## config.mk

```make
export PLATFORM = sky130hd
export DESIGN_NAME = touch_slider_control
export DESIGN_NICKNAME = d
export VERILOG_FILES = /design/src/touch_slider_pkg.sv /design/src/touch_slider_control.sv
export VERILOG_INCLUDE_DIRS = /design/src /design/src/src
export SDC_FILE = /design/constraint.sdc
export NUM_CORES = 1
export LEC_CHECK = 0
export ABC_AREA = 1
export BUFFER_PORTS_ARGS = -buffer_cell sky130_fd_sc_hd__buf_2
export CORE_MARGIN = 4
export CORE_UTILIZATION = 29
export CTS_BUF_LIST = sky130_fd_sc_hd__clkbuf_4
export CTS_CLUSTER_DIAMETER = 30
export DETAILED_ROUTE_END_ITERATION = 8
export PLACE_DENSITY = 0.47
export SLEW_MARGIN = 20
export SYNTH_ARGS = -nofsm -noshare
export SYNTH_HDL_FRONTEND = slang
export SYNTH_SLANG_ARGS = --single-unit
```

## constraint.sdc

```tcl
create_clock -name clock -period 8.1 [get_ports clock]
set_clock_uncertainty 0.1 [all_clocks]
set_input_delay 0 -clock clock [delete_from_list [all_inputs] [get_ports clock]]
set_output_delay 0 -clock clock [all_outputs]
set_load 0.1 [all_outputs]
```

## src/touch_slider_regs.svh

```systemverilog
// Constants of the touch slider control block
`ifndef TOUCH_SLIDER_REGS_SVH
`define TOUCH_SLIDER_REGS_SVH
`define CLK_MHZ 250
`define FLOAT_US 400
`define SETTLE_US 500
`define DIAG_NS 250
`define CAL_GAP_MS 2
`define FREE_RUN_MS 60
`define QUIET_US 35
`define FLOAT_CYC (`FLOAT_US * `CLK_MHZ)
`define SETTLE_CYC (`SETTLE_US * `CLK_MHZ)
`define DIAG_CYC ((`DIAG_NS * `CLK_MHZ + 999) / 1000)
`define CAL_GAP_CYC (`CAL_GAP_MS * 1000 * `CLK_MHZ)
`define FREE_RUN_CYC (`FREE_RUN_MS * 1000 * `CLK_MHZ)
`define QUIET_CYC (`QUIET_US * `CLK_MHZ)
`define CAL_BURSTS 4'ha
`define CMD_CAL 8'h01
`define CMD_END_CAL 8'h02
`define CMD_DRIFT 8'h03
`define CMD_PROX_TH 8'h05
`define CMD_TOUCH_TH 8'h06
`define RESP_PROX_BIT 0
`define RESP_ERR_BIT 1
`define RESP_TOUCH_BIT 7
`define PROX_TH_RST 8'h10
`define TOUCH_TH_RST 8'h40
`define ERR_MARGIN 16'h0020
`endif

```

## src/touch_slider_pkg.sv

```systemverilog
// Types of the touch slider control block
package touch_slider_pkg;
    typedef enum logic [5:0] {
        IDLE   = 6'h01,
        FRAME  = 6'h02,
        SLEEP  = 6'h04,
        DIAG   = 6'h08,
        SETTLE = 6'h10,
        BURST  = 6'h20,
        CALGAP = 6'h40
    } mode_t;
    typedef struct packed {
        mode_t state;
        logic ssMeta;
        logic ssSync;
        logic ssPrev;
        logic sclkMeta;
        logic sclkSync;
        logic sclkPrev;
        logic [23:0] timer;
        logic [16:0] floatCnt;
        logic [3:0] calLeft;
        logic lastCal;
        logic endCal;
        logic [15:0] base;
        logic [15:0] lastSig;
        logic [7:0] proxTh;
        logic [7:0] touchTh;
        logic prox;
        logic touch;
        logic err;
        logic [6:0] pos;
        logic [7:0] resp;
        logic burstStart;
        logic ready;
        logic calBusy;
        logic pinOeN;
        logic ssOeN;
    } state_t;
endpackage

```

## src/touch_slider_control.sv

```systemverilog
// Control, reporting and calibration sequencing of the touch slider
//
// How it works
// - After a frame held low 35 us past the last clock, the block sleeps until slave select rises.
// - On wake the prox, touch and ready pins float about 400 us.
// - On wake the block pulls slave select low for 250 ns.
// - Prox pin goes high when a hand is sensed near the strip.
// - Without touch, prox shows in bit 0 of the response byte.
// - Touch pin goes high when the signal allows a position.
// - Touch shows in bit 7 of the response byte.
// - Host sets prox and touch thresholds by command; both apply.
// - Position is reported only while touched.
// - Position is 7 bits unsigned, 0 left, 127 right.
// - Position updates on a brief touch and tracks a slide.
// - Position reporting stops when touch is lost.
// - A baseline calibration runs at every power-up.
// - Command 0x01 starts a baseline calibration any time.
// - Calibration is ten bursts, 2 ms apart, self-run.
// - Untouched, bit 1 flags a signal well below the baseline.
// - Calibrated with a hand near, the flag sets once withdrawn.
// - Reference follows drift only on the drift command.
// - After wake, wait 500 us before a burst.
// - No settling wait when no sleep came before the burst.
// - Ready pin goes high when the host may communicate.
// - Each fall and rise of slave select gives one burst.
// - Slave select held high gives a burst every 60 ms.
`timescale 1ns/1ps
`include "touch_slider_regs.svh"
module touch_slider_control #(
    parameter int FloatCyc = `FLOAT_CYC,
    parameter int SettleCyc = `SETTLE_CYC,
    parameter int CalGapCyc = `CAL_GAP_CYC,
    parameter int FreeRunCyc = `FREE_RUN_CYC,
    parameter int QuietCyc = `QUIET_CYC
) (
    input wire logic clock,
    input wire logic resetn,
    input wire logic ssIn,
    output logic ssOut,
    output logic ssOeN,
    input wire logic sclkIn,
    input wire logic cmdValid,
    input wire logic [7:0] cmdCode,
    input wire logic [7:0] cmdData,
    output logic burstStart,
    input wire logic burstDone,
    input wire logic [15:0] sigLevel,
    input wire logic [6:0] posRaw,
    output logic proxOut,
    output logic proxOeN,
    output logic touchOut,
    output logic touchOeN,
    output logic commAllowedOut,
    output logic commAllowedOeN,
    output logic [7:0] respByte,
    output logic [6:0] position,
    output logic endCalArmed,
    output logic calibrating
);
    localparam int DiagCyc = `DIAG_CYC;
    localparam touch_slider_pkg::state_t RstSt = '{
        state: touch_slider_pkg::IDLE,
        ssMeta: 1'b1,
        ssSync: 1'b1,
        ssPrev: 1'b1,
        sclkMeta: 1'b1,
        sclkSync: 1'b1,
        sclkPrev: 1'b1,
        calLeft: `CAL_BURSTS,
        calBusy: 1'b1,
        proxTh: `PROX_TH_RST,
        touchTh: `TOUCH_TH_RST,
        pinOeN: 1'b1,
        ssOeN: 1'b1,
        default: '0
    };

    touch_slider_pkg::state_t st_ff;
    touch_slider_pkg::state_t nxt_st;
    logic ssRise;
    logic ssFall;
    logic sclkRise;
    logic timerEnd;
    logic [16:0] touchLvl;
    logic [16:0] proxLvl;
    logic [16:0] errLvl;
    logic isTouch;

    assign ssRise = st_ff.ssSync & ~st_ff.ssPrev;
    assign ssFall = ~st_ff.ssSync & st_ff.ssPrev;
    assign sclkRise = st_ff.sclkSync & ~st_ff.sclkPrev;
    assign touchLvl = {1'b0, st_ff.base} + {9'h000, st_ff.touchTh};
    assign proxLvl = {1'b0, st_ff.base} + {9'h000, st_ff.proxTh};
    assign errLvl = {1'b0, sigLevel} + {1'b0, `ERR_MARGIN};
    assign isTouch = {1'b0, sigLevel} >= touchLvl;

    always_comb
    begin
        nxt_st = st_ff;
        timerEnd = 1'b0;
        nxt_st.ssMeta = ssIn;
        nxt_st.ssSync = st_ff.ssMeta;
        nxt_st.ssPrev = st_ff.ssSync;
        nxt_st.sclkMeta = sclkIn;
        nxt_st.sclkSync = st_ff.sclkMeta;
        nxt_st.sclkPrev = st_ff.sclkSync;
        nxt_st.timer = st_ff.timer + 24'h000001;
        nxt_st.burstStart = 1'b0;
        nxt_st.ssOeN = 1'b1;
        if (st_ff.floatCnt != 17'h00000)
            nxt_st.floatCnt = st_ff.floatCnt - 17'h00001;
        // Host commands from the serial decoder
        if (cmdValid)
        begin
            nxt_st.lastCal = (cmdCode == `CMD_CAL);
            unique case (cmdCode)
                `CMD_CAL:
                begin
                    nxt_st.calLeft = `CAL_BURSTS;
                    nxt_st.endCal = 1'b0;
                end
                `CMD_END_CAL:
                    nxt_st.endCal = st_ff.lastCal;
                `CMD_DRIFT:
                begin
                    // One count toward the last untouched signal
                    if (st_ff.lastSig > st_ff.base)
                        nxt_st.base = st_ff.base + 16'h0001;
                    else if (st_ff.lastSig < st_ff.base)
                        nxt_st.base = st_ff.base - 16'h0001;
                end
                `CMD_PROX_TH:
                    nxt_st.proxTh = cmdData;
                `CMD_TOUCH_TH:
                    nxt_st.touchTh = cmdData;
                default:
                    nxt_st.lastCal = 1'b0;
            endcase
        end
        // Results of a finished burst
        if (burstDone && st_ff.state == touch_slider_pkg::BURST)
        begin
            if (st_ff.calLeft != 4'h0)
            begin
                // A fresh calibration command restarts the count
                if (!(cmdValid && cmdCode == `CMD_CAL))
                    nxt_st.calLeft = st_ff.calLeft - 4'h1;
                if (st_ff.calLeft == 4'h1)
                    nxt_st.base = sigLevel;
                nxt_st.touch = 1'b0;
                nxt_st.prox = 1'b0;
                nxt_st.err = 1'b0;
                nxt_st.pos = 7'h00;
            end
            else
            begin
                nxt_st.touch = isTouch;
                nxt_st.prox = {1'b0, sigLevel} >= proxLvl;
                // Hand gone after a bad calibration drops below base
                nxt_st.err = !isTouch &&
                    errLvl < {1'b0, st_ff.base};
                // Fresh on every touched burst, zero once released
                nxt_st.pos = isTouch ? posRaw : 7'h00;
                if (!isTouch)
                    nxt_st.lastSig = sigLevel;
            end
        end
        nxt_st.resp = 8'h00;
        nxt_st.resp[`RESP_TOUCH_BIT] = nxt_st.touch;
        nxt_st.resp[`RESP_PROX_BIT] = nxt_st.prox & ~nxt_st.touch;
        nxt_st.resp[`RESP_ERR_BIT] = nxt_st.err & ~nxt_st.touch;
        unique case (st_ff.state)
            touch_slider_pkg::IDLE:
            begin
                timerEnd = st_ff.timer == 24'(FreeRunCyc - 1);
                if (ssFall)
                begin
                    nxt_st.state = touch_slider_pkg::FRAME;
                    nxt_st.timer = 24'h000000;
                end
                else if (st_ff.calLeft != 4'h0 || timerEnd)
                begin
                    nxt_st.state = touch_slider_pkg::BURST;
                    nxt_st.burstStart = 1'b1;
                end
            end
            touch_slider_pkg::FRAME:
            begin
                if (sclkRise)
                    nxt_st.timer = 24'h000000;
                if (ssRise)
                begin
                    // No sleep came first, so no settling wait
                    nxt_st.state = touch_slider_pkg::BURST;
                    nxt_st.burstStart = 1'b1;
                end
                else if (st_ff.timer == 24'(QuietCyc - 1))
                    nxt_st.state = touch_slider_pkg::SLEEP;
            end
            touch_slider_pkg::SLEEP:
            begin
                if (ssRise)
                begin
                    nxt_st.state = touch_slider_pkg::DIAG;
                    nxt_st.timer = 24'h000000;
                    nxt_st.floatCnt = 17'(FloatCyc);
                    nxt_st.ssOeN = 1'b0;
                end
            end
            touch_slider_pkg::DIAG:
            begin
                // Slave select is ignored while we pull it low
                if (st_ff.timer == 24'(DiagCyc - 1))
                begin
                    nxt_st.state = touch_slider_pkg::SETTLE;
                    nxt_st.timer = 24'h000000;
                end
                else
                    nxt_st.ssOeN = 1'b0;
            end
            touch_slider_pkg::SETTLE:
            begin
                if (st_ff.timer == 24'(SettleCyc - 1))
                begin
                    nxt_st.state = touch_slider_pkg::BURST;
                    nxt_st.burstStart = 1'b1;
                end
            end
            touch_slider_pkg::BURST:
            begin
                nxt_st.timer = 24'h000000;
                if (burstDone)
                begin
                    if (st_ff.calLeft > 4'h1)
                        nxt_st.state = touch_slider_pkg::CALGAP;
                    else if (!st_ff.ssSync)
                        nxt_st.state = touch_slider_pkg::FRAME;
                    else
                        nxt_st.state = touch_slider_pkg::IDLE;
                end
            end
            touch_slider_pkg::CALGAP:
            begin
                if (st_ff.timer == 24'(CalGapCyc - 1))
                begin
                    nxt_st.state = touch_slider_pkg::BURST;
                    nxt_st.burstStart = 1'b1;
                end
            end
        endcase
        nxt_st.pinOeN = nxt_st.floatCnt != 17'h00000;
        nxt_st.calBusy = nxt_st.calLeft != 4'h0;
        nxt_st.ready = (nxt_st.state == touch_slider_pkg::IDLE ||
            nxt_st.state == touch_slider_pkg::FRAME) &&
            nxt_st.calLeft == 4'h0;
    end

    always_ff @(posedge clock or negedge resetn)
    begin
        if (!resetn)
        begin
            st_ff <= RstSt;
        end
        else
        begin
            st_ff <= nxt_st;
        end
    end

    assign ssOut = 1'b0 & st_ff.ssOeN;
    assign ssOeN = st_ff.ssOeN;
    assign burstStart = st_ff.burstStart;
    assign proxOut = st_ff.prox;
    assign proxOeN = st_ff.pinOeN;
    assign touchOut = st_ff.touch;
    assign touchOeN = st_ff.pinOeN;
    assign commAllowedOut = st_ff.ready;
    assign commAllowedOeN = st_ff.pinOeN;
    assign respByte = st_ff.resp;
    assign position = st_ff.pos;
    assign endCalArmed = st_ff.endCal;
    assign calibrating = st_ff.calBusy;
endmodule

```

# Word level (Yosys, flattened, before mapping)
# Cells that the tools add are included.
[word_totals] register_bits=125 input_bits=45 output_inout_bits=26 wordCells=134
[classes] add_sub_neg=8 order_cmp=6 n_eq_ne=19 n_mux=46 n_bitwise=11 n_reduce_logical=18
[ops] op="24-bit one-hot mux with 5 select lines" n=1
[ops] op="16-bit 2-to-1 mux" n=7
[ops] op="24-bit 2-to-1 mux" n=3
[ops] op="6-bit 2-to-1 mux" n=9
[ops] op="6-bit one-hot mux with 7 select lines" n=1
[ops] op="41-bit 2-to-1 mux" n=1
[ops] op="16-bit by 8-bit adder with 17-bit output" n=2
[ops] op="16-bit by 17-bit greater-or-equal comparator with 1-bit output" n=2
[ops] op="17-bit 2-to-1 mux" n=2
[ops] op="17-bit nonzero test" n=2
[ops] op="32-bit 2-to-1 mux" n=1
[ops] op="24-bit by 1-bit adder with 24-bit output (second input constant)" n=1
[ops] op="24-bit by 14-bit equality test with 1-bit output (second input constant)" n=1
[ops] op="24-bit by 17-bit equality test with 1-bit output (second input constant)" n=1
[ops] op="24-bit by 19-bit equality test with 1-bit output (second input constant)" n=1
[ops] op="24-bit equality test (second input constant)" n=1
[ops] op="24-bit by 6-bit equality test with 1-bit output (second input constant)" n=1
[ops] op="22-bit 2-to-1 mux" n=1
[ops] op="10-bit 2-to-1 mux" n=2
[ops] op="16-bit by 6-bit adder with 17-bit output (second input constant)" n=1
[ops] op="17-bit by 16-bit < comparator with 1-bit output" n=1
[ops] op="17-bit by 1-bit subtractor with 17-bit output (second input constant)" n=1
[ops] op="16-bit by 1-bit adder with 16-bit output (second input constant)" n=1
[ops] op="8-bit by 2-bit equality test with 1-bit output (second input constant)" n=2
[ops] op="other kinds (31)" n=62

# Logic depth before layout (Yosys ltp)
[depth] ltp_word=10 ltp_mapped=25 mapped_depth_nobuf=24

# Worst setup path after synthesis
# OpenSTA, ideal clock, no wires.
[synth_timing] path_type="flip-flop to flip-flop" startpoint="register st_ff[55] (netlist name)" endpoint="register st_ff[50] (netlist name)" setup_time_ns=0.126 arrival_time_ns=3.037 t_required_ns=7.874 setup_slack_ns=4.837 path_stages_with_launch=23 path_buffers=1 period_less_slack_ns=3.263 cell_sequence="dfrtp_1 > ha_1 > fa_1 > a31oi_1 > o21ai_2 > nand3_1 > nand2_2 > xor2_1 > ha_1 > a21o_1 > nor2_1 > nand3_1 > nand2_1 > nand2_1 > nand2_1 > nand2_1 > nand2_1 > nand2_1 > nand2_2 > nand2_4 > buf_6 > nand2_1 > o21ai_0"
[synth_between] elab_chain_cells=4
[synth_rtl] item="start, declared" line_no="touch_slider_control.sv:78" source="touch_slider_pkg::state_t st_ff;"
[synth_rtl] item="start signal, assigned" line_no="touch_slider_control.sv:262" source="st_ff <= RstSt;"
[synth_rtl] item="start signal, assigned" line_no="touch_slider_control.sv:266" source="st_ff <= nxt_st;"
[synth_rtl] item="16-bit by 8-bit adder with 17-bit output" line_no="touch_slider_control.sv:92" source="assign touchLvl = {1'b0, st_ff.base} + {9'h000, st_ff.touchTh};"
[synth_rtl] item="16-bit by 17-bit greater-or-equal comparator with 1-bit output" line_no="touch_slider_control.sv:95" source="assign isTouch = {1'b0, sigLevel} >= touchLvl;"
[synth_rtl] item="1-bit NOT (no source line)"
[synth_rtl] item="3-bit AND reduction (no source line)"
# Every way passes these cells.
# A chain may end at the register's enable or synchronous reset.

# Worst setup path after layout
[layout_timing] startpoint="register st_ff[55] (netlist name)" endpoint="register st_ff, in the netlist position[6]"
[layout_between] elab_chain_cells=4
[layout_rtl] item="16-bit by 8-bit adder with 17-bit output" line_no="touch_slider_control.sv:92"
[layout_rtl] item="16-bit by 17-bit greater-or-equal comparator with 1-bit output" line_no="touch_slider_control.sv:95"
[layout_rtl] item="7-bit 2-to-1 mux" line_no="touch_slider_control.sv:163" source="nxt_st.pos = isTouch ? posRaw : 7'h00;"
[layout_rtl] item="10-bit 2-to-1 mux" line_no="touch_slider_control.sv:143" source="if (st_ff.calLeft != 4'h0)"
# Every way passes these cells.

==> results_dict.tcl <==
set metrics [dict create \
    status "completed" \
    layout_common_cells "nand2_1, inv_1, nor2_1" \
    finalCritPeriodShare_pct 54.2 \
    wirelength_um 28100 \
    grt_pass1_vias 8835 \
    grt_pass1_wl_um 46000 \
    seq_area_frac_synth_pct 32.2 \
    cts_inserted_buffers 17 \
    antenna_found_initial 1 \
    ys_warn_count 0 \
    cts_buffer_depth 2 \
    synth_compound_area_share_pct 8.33 \
    async_flop_share_pct 100 \
    synth_xor_xnor_area_share_pct 4.52 \
    power_frac_seq_pct 33.4 \
    gp_congestion 0.895 \
    synth_top_cell_area_share_pct 28.4 \
    cts_tree "yes" \
    tns_ps 0 \
    critPathMaxFanout 8 \
    finalCriticalPeriod_ps 4390 \
    finalPower_mw 2.56 \
    yosysTopAreaCell "dfrtp_1" \
    crit_required_ps 8520 \
    tightest_slew_ps 915 \
    synth_top_family_by_area "simple AND/OR/NAND/NOR gates" \
    die_x_um 191 \
    yosys.area_share.simple_pct 32.4 \
    rows 66 \
    htree_levels 4 \
    endpoint_kind "flip-flop" \
    worst_slack_ps 3710 \
    area_growth_pct 16.3 \
    r2r_cells 23 \
    cts_root_buffer "clkbuf_4" \
    synth_flop_cell "dfrtp_1" \
    syn-cell-area_um2 9680 \
    synthAdderAreaFrac_pct 11.9 \
    cp.arrival_ps 4810 \
    gr-total-overflow 0 \
    slowest_stage "dlygate4sd3_1" \
    cp_common_cell "nand2_1" \
    via_count 8839 \
    internal-power_mw 1.36 \
    ys_top_cells_by_area "dfrtp_1, nand2_1, ha_1" \
    rsz0062_at_grt "false" \
    critPathLaunchType "flip-flop" \
    cts_sinks 124 \
    cap_violations 0 \
    max_freq_ghz 0.228 \
    postCtsSetupRepairBufs 0 \
    synthesis.instances 1335 \
    muxShareOfSynthArea_pct 0 \
    slew_viol_final 0 \
    portBuffers 64 \
    switching_share_pct 47.1 \
    power.density_nw_per_um2 227 \
    setup_viol 0 \
    routed_via_density 4.64 \
    drtAntennaViolNets 0 \
    drc 0 \
    fin_nets 1583 \
    wl_per_cell_um 14.8 \
    io_pins 71 \
    core_um2 32700 \
    comb_power_share_pct 47.1 \
    drive_above_1_share_pct 11.2 \
    dp_slack_ps 4150 \
    hold_depth 6 \
    design.die.area_um2 36400 \
    max_stage_delay_ps 550 \
    synth_edf_count 0 \
    first_pass_iters 7 \
    cts.clk_slew.worst_paths_ps 140 \
    drt_iter0_drc 485 \
    ys_ff_latch 124 \
    hpwlAfterDp_um 21500 \
    min_path_type "input pin to flip-flop" \
    clock_latency_ps 580 \
    path_class "flip-flop to flip-flop" \
    power_switching_mw 1.21 \
    ir_drop_mv 0.0822 \
    grtUsageTotal_pct 15.8 \
    grt_start_max_net_pins 70 \
    syn_area_per_cell_um2 7.25 \
    crit_chain "ha_1 -> fa_1 -> a31oi_1 -> o21ai_2 -> nand3_1 -> nand2_2 -> xor2_1 -> ha_1 -> nand2_1 -> nor2_1 -> nand3_1 -> nand3_1 -> nand2_1 -> nand2_1 -> nand2_1 -> nand2_1 -> nand2_1 -> nand2_1 -> nand3_1 -> inv_1 -> nand2_1 -> nand2_1 -> dlygate4sd3_1" \
    start_util_pct 29.6 \
    synth_cell_types 54 \
    hold_viol 0 \
    layout_commonest_cell "nand2_1" \
    leakage_nw 6.16 \
    slew_headroom_pct 39.0 \
    pwr-share-clk_pct 19.5 \
    die_height_um 191 \
]
==> cell usage after synthesis (3+ instances only) <==
master,instances
nor2_2,7
nand2_4,3
xnor2_1,9
a21o_1,4
nand3_2,7
nand3_1,111
nor2_1,132
ha_1,89
o21ai_1,11
inv_1,191
buf_2,8
a31oi_1,4
nor2_4,6
and3_1,3
xor2_1,41
nor3_1,30
nor4_1,4
o21ai_2,3
nand4_1,36
inv_2,3
o211ai_1,8
a21oi_1,59
buf_6,7
o21ai_0,43
nand2_1,321
or2_2,6
buf_4,18
clkbuf_1,6
dfrtp_1,110
nand2_2,5
dfstp_2,14
==> through the flow <==
stage               std cells  cell area (um^2)  utilization [%]  hold WS, ps
floorplan                1340              9700                -         -396
global placement         1807             10300             31.5        -85.6
detailed placement       1807             10300             31.5        -86.5
CTS                      1902             11300             34.4         58.8
global route             1903             11300             34.5          114
finish                   1903             11300             34.5          106
==> kinds of logic (layout without fill, tap and decap cells) <==
family,Yosys count,count (layout)
simple gates,688,688
buf+inv,237,357
compound gates,144,144
flops,124,124
fa+ha+maj,91,91
xor+xnor,50,50
other cells,1,7
==> layer usage <==
metal,vias to the layer above,track usage (%),routed length (um)
li1,4537,-,-
met1,4078,20.7,13100
met2,183,26.4,13100
met3,41,2.97,1300
met4,0,5.19,677
met5,-,0,0
==> worst max-delay path: cells and delay by family, from the launching register on <==
family / cells / cell delay, ps
and+or+nand+nor: 15 / 1360
adders and majority gates: 3 / 1020
buffers and inverters: 2 / 770
DFF: 1 / 540
AOI/OAI and AO/OA: 2 / 390
xor gates and xnor gates: 1 / 170
==> flip-flops by register name, summed over array words and instances, names as in the netlist <==
name and cells:
ssOeN 1, commAllowedOut 1, endCalArmed 1, proxOut 1, calibrating 1, nxt_st 4, burstStart 1, respByte 3
position 7, commAllowedOeN 1, st_ff 103
==> power by group through the flow <==
stage	Sequential, mW	Combinational (mW)	Clock (mW)
6_report	0.855	1.21	0.499
5_1_grt	0.874	1.38	0.547
4_1_cts	0.856	1.22	0.523
3_5_place_dp	0.866	1.19	0
3_3_place_gp	0.869	1.18	0
2_1_floorplan	0.858	0.906	0
==> cell type report <==
class,count,area [um^2]
multi-input combinational,979,5560
timing repair buffer,129,990
antenna,1,2.50
clock inverter,13,163
inverter,196,736
clock buffer,19,143
tap,442,553
fill,3577,21400
sequential,124,3120
==> timing repair <==
item | 4_1_cts | 5_1_grt
gates resized for setup | 0 | 0
hold endpoints to repair | 123 | 0
setup endpoints to repair | 0 | 0
hold buffers | 63 | 0
==> final timing paths <==
path	endpoint	slack (ps)	start
max in group asynchronous	st_ff[93]	6480	resetn
max reg2reg	position[6]	3710	st_ff[55]
min reg2reg	nxt_st[118]	270	nxt_st[119]
max	position[6]	3710	st_ff[55]
min in group asynchronous	nxt_st[121]	480	resetn
min	st_ff[35]	110	cmdCode[5]
(Power assumes the default switching activity.)
